===== src/core/rivm_consts.vh =====
// Vector offsets, field positions, reset values and timing counts of the reset and interrupt vector map
`ifndef RIVM_CONSTS_VH
`define RIVM_CONSTS_VH
`define RIVM_ADDR_W 12
`define RIVM_NUM_SRC 16
`define RIVM_RESET_VEC 12'h000
`define RIVM_TABLE_BASE 12'h001
`define RIVM_VEC_EXT0 5'h01
`define RIVM_VEC_EXT1 5'h02
`define RIVM_VEC_T16_CAP 5'h03
`define RIVM_VEC_T16_MA 5'h04
`define RIVM_VEC_T16_MB 5'h05
`define RIVM_VEC_T16_OVF 5'h06
`define RIVM_VEC_T8_OVF 5'h07
`define RIVM_VEC_SERIAL 5'h08
`define RIVM_VEC_URX 5'h09
`define RIVM_VEC_UTXE 5'h0A
`define RIVM_VEC_UTX 5'h0B
`define RIVM_VEC_COMP 5'h0C
`define RIVM_VEC_EXT2 5'h0D
`define RIVM_VEC_T8_MATCH 5'h0E
`define RIVM_VEC_NVRDY 5'h0F
`define RIVM_VEC_PSRDY 5'h10
`define RIVM_FUSE_UNPROG 1'b1
`define RIVM_FUSE_PROG 1'b0
`define RIVM_CTL_SEL_BIT 1
`define RIVM_CTL_CE_BIT 0
`define RIVM_CHG_WINDOW_CYC 3'h4
`define RIVM_BOOT_START_DEF 12'hC00
`endif


===== src/core/rivm_vec_rom.v =====
// Registered lookup of vector offset per request line
`default_nettype none
module rivm_vec_rom (
  input wire clk,
  input wire rst_n,
  input wire [3:0] index,
  output reg [4:0] offset
);
  `include "rivm_consts.vh"
  reg [4:0] lookup;
  always @* begin
    case (index)
      4'h0: lookup = `RIVM_VEC_EXT0;
      4'h1: lookup = `RIVM_VEC_EXT1;
      4'h2: lookup = `RIVM_VEC_T16_CAP;
      4'h3: lookup = `RIVM_VEC_T16_MA;
      4'h4: lookup = `RIVM_VEC_T16_MB;
      4'h5: lookup = `RIVM_VEC_T16_OVF;
      4'h6: lookup = `RIVM_VEC_T8_OVF;
      4'h7: lookup = `RIVM_VEC_SERIAL;
      4'h8: lookup = `RIVM_VEC_URX;
      4'h9: lookup = `RIVM_VEC_UTXE;
      4'hA: lookup = `RIVM_VEC_UTX;
      4'hB: lookup = `RIVM_VEC_COMP;
      4'hC: lookup = `RIVM_VEC_EXT2;
      4'hD: lookup = `RIVM_VEC_T8_MATCH;
      4'hE: lookup = `RIVM_VEC_NVRDY;
      4'hF: lookup = `RIVM_VEC_PSRDY;
      default: lookup = `RIVM_VEC_EXT0;
    endcase
  end
  always @(posedge clk or negedge rst_n) begin
    if (!rst_n) begin
      offset <= 5'h00;
    end else begin
      offset <= lookup;
    end
  end
endmodule
`default_nettype wire


===== src/core/rivm_vector_map.v =====
// Reset and interrupt vector map with table relocation and timed change sequence
`default_nettype none
module rivm_vector_map (
  input wire clk,
  input wire rst_n,
  input wire boot_reset_select_fuse,
  input wire [11:0] bootStartAddr,
  input wire ctlWrite,
  input wire [7:0] ctlWriteData,
  input wire instrRetire,
  input wire globalIrqEnable,
  input wire [15:0] irqRequest,
  input wire irqTaken,
  output reg [11:0] resetVector,
  output reg vector_table_select,
  output reg vector_change_enable,
  output wire [7:0] general_irq_control,
  output reg irqValid,
  output reg [11:0] irqVector,
  output reg [3:0] irqIndex,
  output wire dispatchBlocked
);
  `include "rivm_consts.vh"
  // ==========================================
  // Priority pick
  function [4:0] rivm_pick;
    input [15:0] req;
    integer i;
    begin
      rivm_pick = 5'h10;
      for (i = 15; i >= 0; i = i - 1) begin
        if (req[i]) begin
          rivm_pick = i[4:0];
        end
      end
    end
  endfunction
  // ==========================================
  // Region base: zero or the boot section start
  function [11:0] rivm_region_base;
    input useBoot;
    input [11:0] bootAddr;
    begin
      if (useBoot) begin
        rivm_region_base = bootAddr;
      end else begin
        rivm_region_base = `RIVM_RESET_VEC;
      end
    end
  endfunction
  reg [2:0] ceCount;
  reg holdPending;
  reg fuseSeen;
  reg fuseMeta;
  reg fuseSync;
  reg [3:0] pickIndex;
  reg pickValid;
  wire [11:0] tableBase;
  wire [4:0] romOffset;
  wire [4:0] picked;
  wire selWrite;
  wire ceSet;
  assign general_irq_control = {6'h00, vector_table_select, vector_change_enable};
  assign selWrite = ctlWrite && vector_change_enable && !ctlWriteData[`RIVM_CTL_CE_BIT];
  assign ceSet = ctlWrite && ctlWriteData[`RIVM_CTL_CE_BIT];
  assign picked = rivm_pick(irqRequest);
  // Block covers enable window and one instruction past the select write
  assign dispatchBlocked = vector_change_enable || holdPending;
  // ==========================================
  // Fuse level is not timed to clk, so it passes two stages
  // No reset here: the stages settle while reset is held
  always @(posedge clk) begin
    fuseMeta <= boot_reset_select_fuse;
    fuseSync <= fuseMeta;
  end
  // ==========================================
  // Reset vector from fuse, caught after release
  always @(posedge clk or negedge rst_n) begin
    if (!rst_n) begin
      resetVector <= `RIVM_RESET_VEC;
      fuseSeen <= 1'b0;
    end else if (!fuseSeen) begin
      fuseSeen <= 1'b1;
      if (fuseSync == `RIVM_FUSE_UNPROG) begin
        resetVector <= `RIVM_RESET_VEC;
      end else begin
        resetVector <= bootStartAddr;
      end
    end
  end
  // ==========================================
  // Table select, written only inside an open change window
  always @(posedge clk or negedge rst_n) begin
    if (!rst_n) begin
      vector_table_select <= 1'b0;
    end else if (selWrite) begin
      vector_table_select <= ctlWriteData[`RIVM_CTL_SEL_BIT];
    end
  end
  // ==========================================
  // Change window: open four cycles, closed early by a select write
  always @(posedge clk or negedge rst_n) begin
    if (!rst_n) begin
      vector_change_enable <= 1'b0;
      ceCount <= 3'h0;
    end else if (selWrite) begin
      vector_change_enable <= 1'b0;
      ceCount <= 3'h0;
    end else if (ceSet) begin
      vector_change_enable <= 1'b1;
      ceCount <= `RIVM_CHG_WINDOW_CYC - 3'h1;
    end else if (vector_change_enable) begin
      if (ceCount == 3'h0) begin
        vector_change_enable <= 1'b0;
      end else begin
        ceCount <= ceCount - 3'h1;
      end
    end
  end
  // ==========================================
  // Dispatch hold past the select write; a new write wins over a retire
  always @(posedge clk or negedge rst_n) begin
    if (!rst_n) begin
      holdPending <= 1'b0;
    end else if (selWrite) begin
      holdPending <= 1'b1;
    end else if (holdPending && instrRetire) begin
      holdPending <= 1'b0;
    end
  end
  // ==========================================
  // Vector address formation
  assign tableBase = rivm_region_base(vector_table_select, bootStartAddr);
  rivm_vec_rom vecRom (
    .clk(clk),
    .rst_n(rst_n),
    .index(picked[3:0]),
    .offset(romOffset)
  );
  // Pick registered alongside ROM so index and offset stay aligned
  always @(posedge clk or negedge rst_n) begin
    if (!rst_n) begin
      pickIndex <= 4'h0;
      pickValid <= 1'b0;
    end else begin
      pickIndex <= picked[3:0];
      pickValid <= !picked[4];
    end
  end
  // Global enable untouched here; blocking only gates dispatch
  always @(posedge clk or negedge rst_n) begin
    if (!rst_n) begin
      irqValid <= 1'b0;
      irqVector <= `RIVM_RESET_VEC;
      irqIndex <= 4'h0;
    end else begin
      // Window opening withdraws an offer in its own cycle already
      if (irqTaken || ceSet || dispatchBlocked || !globalIrqEnable || !pickValid) begin
        irqValid <= 1'b0;
      end else begin
        irqValid <= 1'b1;
        irqVector <= tableBase + {7'h00, romOffset};
        irqIndex <= pickIndex;
      end
    end
  end
endmodule
`default_nettype wire


===== config.mk =====
export PLATFORM = sky130hd
export DESIGN_NAME = rivm_vector_map
export DESIGN_NICKNAME = d
export VERILOG_FILES = /design/src/core/rivm_vec_rom.v /design/src/core/rivm_vector_map.v
export VERILOG_INCLUDE_DIRS = /design/src /design/src/core
export SDC_FILE = /design/constraint.sdc
export NUM_CORES = 1
export LEC_CHECK = 0
export ABC_AREA = 1
export BUFFER_PORTS_ARGS = -buffer_cell sky130_fd_sc_hd__buf_4
export CAP_MARGIN = 20
export CORE_MARGIN = 4
export CORE_UTILIZATION = 40
export CTS_BUF_LIST = sky130_fd_sc_hd__clkbuf_4 sky130_fd_sc_hd__clkbuf_8 sky130_fd_sc_hd__clkbuf_16
export CTS_CLUSTER_SIZE = 8
export DETAILED_ROUTE_END_ITERATION = 10
export PLACE_DENSITY_LB_ADDON = 0.15
export SETUP_SLACK_MARGIN = 0.3
export SLEW_MARGIN = 10
export SYNTH_ARGS = -nofsm -noshare
export SYNTH_HDL_FRONTEND = slang
export SYNTH_HIERARCHICAL = 1
export SYNTH_SLANG_ARGS = --single-unit

===== constraint.sdc =====
create_clock -name clk -period 5.4 [get_ports clk]
set_input_delay 0.81 -clock clk [delete_from_list [all_inputs] [get_ports clk]]
set_output_delay 0.81 -clock clk [all_outputs]
set_load 0.01 [all_outputs]

# After elaboration in Yosys (flattened, before gate mapping)

Memories as Yosys holds them, arrays and structs flattened. A register that Yosys moved wholly into a read port is not among the register bits.
Index checks and enable logic that the tools add are counted.

Bits in read-only memories: 80
Memories: 1
Bits in latches: 0
Output and inout port bits: 40
Bits in registers: 43
Logic and storage cells: 64
Bits in writable memories: 0

Div/mod/pow operators: 0
Equal/unequal tests: 1
Multiplexer cells: 29
Add/subtract/negate cells: 2
Shift-type cells: 0
Reduce and logical (&&, ||, !) cells: 18
Multipliers: 0
$lt $le $gt $ge: 0
Bitwise gates (word level): 0

Memories:

| name            | words | bits a word | rd ports | clocked after Yosys merged registers in | write ports | RTL line          | text |
|---|---|---|---|---|---|---|---|
| (no name shown) | 16    | 5           | 1        | 1                                       | 0           | rivm_vec_rom.v:12 | `case (index)` |

Operator list:

| cell                                                                | number |
|---|---|
| 5-bit 2-to-1 mux                                                    | 16 |
| 12-bit 2-to-1 mux                                                   | 2 |
| 12-bit by 5-bit adder with 12-bit output                            | 1 |
| 3-bit 2-to-1 mux                                                    | 4 |
| 1-bit 2-to-1 mux                                                    | 7 |
| 1-bit logical NOT                                                   | 5 |
| 1-bit logical OR                                                    | 5 |
| 1-bit logical AND                                                   | 4 |
| 3-bit logical NOT                                                   | 1 |
| 3-bit != test (second input constant)                               | 1 |
| 3-bit nonzero test                                                  | 1 |
| 3-bit by 1-bit subtractor with 3-bit output (second input constant) | 1 |
| 2-bit AND reduction                                                 | 1 |
| 2-bit nonzero test                                                  | 1 |

# Logic depth before layout (Yosys ltp)

Word-level depth: 17
Gate-level depth with buffers: 19
Gate-level depth less buffers: 19

# Modules after synthesis

The synthesis kept the hierarchy.

Modules (own cells, without submodules):

| module          | area an instance (um^2) | instances | cells each | seq. area each (um^2) |
|---|---|---|---|---|
| rivm_vector_map | 2,227.1                 | 1         | 287        | 1,066.0 |
| rivm_vec_rom    | 196.4                   | 1         | 19         | 125.1 |

# Least setup slack after synthesis

OpenSTA, ideal clock, no wires.

Path kind: in2reg
Start: input port bootStartAddr[0]
End: register irqVector[10]
Required time: 5.318 ns
Path buffers: 0
Stages: 12
Data arrival time: 2.299 ns
Path slack: 3.019 ns
Setup time: 0.082 ns
Cells stage by stage: nand2_1 > inv_1 > ha_1 > inv_1 > fa_1 > o21ai_1 > nand2_1 > a21oi_2 > nand2_1 > nor2_1 > nand3_1 > a31oi_1

Longest elaborated chain between the ends: 2

RTL lines:

| element                                  | RTL line              | text |
|---|---|---|
| start: declaration                       | rivm_vector_map.v:7   | `input wire [11:0] bootStartAddr,` |
| 12-bit 2-to-1 mux                        | rivm_vector_map.v:44  | `if (useBoot) begin` |
| 12-bit by 5-bit adder with 12-bit output | rivm_vector_map.v:162 | `irqVector <= tableBase + {7'h00, romOffset};` |
| end signal: assignment                   | rivm_vector_map.v:154 | `` irqVector <= `RIVM_RESET_VEC; `` |
| end signal: assignment                   | rivm_vector_map.v:162 |  |
| end: declaration                         | rivm_vector_map.v:19  | `output reg [11:0] irqVector,` |

Every way passes these cells.
A chain may end at the register's enable or synchronous reset.

# Worst setup path in the final report

Start: register vector_table_select
End: register irqVector[10]

Longest elaborated chain between the ends: 2

RTL lines:

| element                                  | RTL line              | text |
|---|---|---|
| start: declaration                       | rivm_vector_map.v:15  | `output reg vector_table_select,` |
| start signal: assignment                 | rivm_vector_map.v:97  | `` vector_table_select <= ctlWriteData[`RIVM_CTL_SEL_BIT]; `` |
| 12-bit 2-to-1 mux                        | rivm_vector_map.v:44  |  |
| 12-bit by 5-bit adder with 12-bit output | rivm_vector_map.v:162 |  |

Every way passes these cells.

==> key figures <==
Outcome
  • Outcome: completed

Clock tree
  • Clock sinks: 48
  • Maximum root-to-sink buffer count: 2
  • Clock Latency Late Sink: 0.30 ns
  • CTS Root Cell: clkbuf_8
  • Post-cts resize count: 0
  • H-tree Lvls: 2
  • Postcts setup bufs: 0
  • CTS buffer count: 5
  • Hold_buf cts: 0
  • CTS tree: done
  • Clock-pin slew on the worst setup and hold paths: around 0.090 ns

Layout
  • Reg area: 1190 sq um
  • Final non-filler cell total: 450
  • Final core occ: a little over half
  • Fillers: approximately 580
  • Layout area overhead: 26.6%
  • Fin nets: 427
  • Share of cells above drive strength 1: 22.7%
  • Antenna Cells: 0
  • Multi-input gate area: 1010 sq um

Setup path
  • Critical path class: flop to flop
  • Worst setup SP type: flop
  • Ordered cell list for the critical path: nand2_1 -> inv_1 -> ha_1 -> inv_1 -> fa_1 -> o21ai_1 -> nand2_1 -> a21oi_2 -> nand2_1 -> nor2_1 -> nand2_1 -> nand2_1 -> a31oi_1
  • Crit-path max cell delay: 0.69 ns
  • WP depth: 13
  • Worst EP required: 5.58 ns
  • Critical Path AT: around 2.8 ns
  • Max FO, Critical Path: 17
  • Delay-heaviest family, CP: flip-flops
  • Critical Path Slowest Stage Cell: dfrtp_1
  • CP dominant cell by count: nand2_1
  • Reg2Reg Depth: 13
  • CP bufs+invs: 2
  • Setup crit end kind: flop

STA
  • Final Max Tran Viols: 0
  • Worst Tran Pin Value: approximately 0.76 ns
  • Tcrit/Tclk final: a little under half
  • Final-report hold violation count: 0
  • Worst slew margin: 49.1%
  • Post-route setup TNS: 0 ns
  • Tmin final: between 2 and 3 ns
  • Max Clk Rate: between 0.3 and 0.4 GHz
  • Worst clock skew: 0.0124 ns
  • Hold Slack: around 0.33 ns
  • Final setup violation count: 0
  • RSZ-0062 raised after global routing: false

Power
  • Reg power frac: 48.6%
  • Combinational share of power: 29.0%
  • Pwr Density: 310 nW/um^2
  • Switch share: 31.5%
  • Tot Pwr: 0.950 mW
  • VDD IR max: 127 uV
  • Lkg Pwr: 1.69 nW
  • Clock network power share: ~22%
  • Internal cell power: 0.651 mW
  • Net Switching: 0.299 mW

Detailed routing
  • Detailed-route DRC error count: 0
  • Drt initial violations: 65
  • DR vias: 2076
  • Final wirelength: 5.12 mm
  • DR WL/cell: 11.4 microns
  • Via/cell ratio: 4.61
  • Final ANT Viol Nets: 0
  • DRT Pass-1 Iters: 4

Yosys
  • Cell Area, Synth: ~2400 sq um
  • Syn Inst Count: 306
  • Sequential fraction of the synthesis area: between 40% and 50%
  • #FFs+latches synth: between 40 and 50
  • Netlist cell types: 29
  • Syn. warnings: 6
  • Mean Syn Cell Area: slightly below 8 sq um

Placed design
  • Gpl congestion: ~0.8
  • HPWL Detailed: 3.95 mm
  • Buffers on Ports: 70
  • Placed Cells: 442

Floorplanning
  • CORE AREA: 5890 sq um
  • Starting density of the core: 41.2%
  • # rows: 28
  • Die height: 85.8 microns
  • Die X: 85.8 microns
  • Die area: 7370 sq um
  • # IOs: 83

Hold path
  • Hold Path Cell Cnt: 0
  • Min-delay worst type: flop to flop

Global routing
  • Global Route met1 Usage: approximately 17%
  • Vias in the first global route: between 2000 and 2500
  • Met2 usage: between 20% and 30%
  • Global-route wire length before repair: 8.58 mm
  • Gr busiest metal: met2
  • Pin count of the biggest net entering global routing: 47
  • Met3 Use GR: 4.32%
  • Aggregate global-route resource usage: 14.5%
  • Overflow after GRT: 0
  • Initial antenna violation count: 0

Job
  • Max Cap Viol: 0
[power groups by stage]
stage	Combinational [mW]	Clock [mW]	Sequential [mW]
2_1_floorplan	0.135	0	0.479
3_3_place_gp	0.273	0	0.467
3_5_place_dp	0.280	0	0.469
4_1_cts	0.281	0.225	0.462
5_1_grt	0.313	0.239	0.471
6_report	0.275	0.213	0.462
[area by class of cell]
cell class / instances / share of cell area (%)
inverter: 43 / 5.26
tap: 75 / 3.06
sequential: 48 / 38.8
clock buffer: 7 / 2.73
multi-input combinational: 206 / 32.8
clock inverter: 1 / 0.163
timing repair buffer: 70 / 17.1
[metrics by stage]
stage	cell area (sq um)	worst slack, ns
global route	3070	2.54
finish	3070	2.81
detailed placement	2980	2.65
global placement	2980	2.68
floorplan	2440	3.02
CTS	3070	2.80
[sequential cells by signal, indices dropped and copies added, names as in the netlist]
signal                cells
ceCount                   3
fuseMeta                  1
fuseSeen                  1
fuseSync                  1
holdPending               1
irqIndex                  4
irqValid                  1
irqVector                12
pickIndex                 4
pickValid                 1
resetVector              12
vecRom/offset             5
vector_change_enable      1
vector_table_select       1
[path summary, 6_finish.rpt]
check	from	slack (ns)	end
min in group asynchronous	rst_n	0.49	fuseSeen
hold / removal	fuseMeta	0.33	fuseSync
setup reg to reg	vector_table_select	2.81	irqVector[10]
setup / recovery	vector_table_select	2.81	irqVector[10]
hold reg to reg	fuseMeta	0.33	fuseSync
max in group asynchronous	rst_n	4.51	irqVector[0]
[synthesized netlist by cell type]
master / number / area, sq um
a21oi_1: 8 / 40.0
a21oi_2: 1 / 8.76
a21oi_4: 1 / 16.3
a311oi_1: 1 / 8.76
a31oi_1: 4 / 25.0
buf_4: 8 / 60.1
clkbuf_1: 6 / 22.5
clkinv_1: 2 / 7.51
conb_1: 2 / 7.51
dfrtp_1: 46 / 1150
dfxtp_1: 2 / 40.0
fa_1: 1 / 20.0
ha_1: 9 / 113
inv_1: 39 / 146
inv_2: 2 / 7.51
nand2_1: 105 / 394
nand2_2: 1 / 6.26
nand3_1: 19 / 95.1
nand4_1: 1 / 6.26
nor2_1: 21 / 78.8
nor2_2: 1 / 6.26
nor3_1: 2 / 10.0
o211ai_1: 1 / 7.51
o21ai_0: 11 / 55.1
o21ai_1: 3 / 15.0
o311ai_0: 1 / 8.76
o31ai_1: 3 / 22.5
or2_4: 1 / 8.76
xor2_1: 4 / 35.0
[metal layers]
metal / wire, microns / part of all wire, %
met4: 61 / 1.2
met2: 2400 / 47
met1: 2260 / 44
met5: 0 / 0
met3: 396 / 7.7
[cells in the final DEF, fill, tap and decap left out, types with 2 or more instances in the layout]
cell type and count:
a21oi_1 8, buf_4 70, clkbuf_4 2, dfxtp_1 2, o31ai_1 3, nor3_1 2
nand3_1 19, dfrtp_1 46, inv_2 2, ha_1 9, a31oi_1 4, nor2_1 21
clkbuf_8 5, o21ai_1 3, nand2_1 105, inv_1 39, clkinv_1 2, xor2_1 4
o21ai_0 11, conb_1 7
[kinds of logic (layout without fill, tap and decap cells)]
| kind of cell | Yosys count | in the layout | share of synthesized area (%) |
|---|---|---|---|
| AOI/OAI and AO/OA | 34 | 34 | 8.57 |
| xor gates and xnor gates | 4 | 4 | 1.45 |
| adders and majority gates | 10 | 10 | 5.47 |
| buffers and inverters | 57 | 121 | 10.1 |
| DFF | 48 | 48 | 49.1 |
| other | 2 | 7 | 0.310 |
| and+or+nand+nor | 151 | 151 | 25.0 |
No activity file was read; power rests on OpenSTA's default activity.
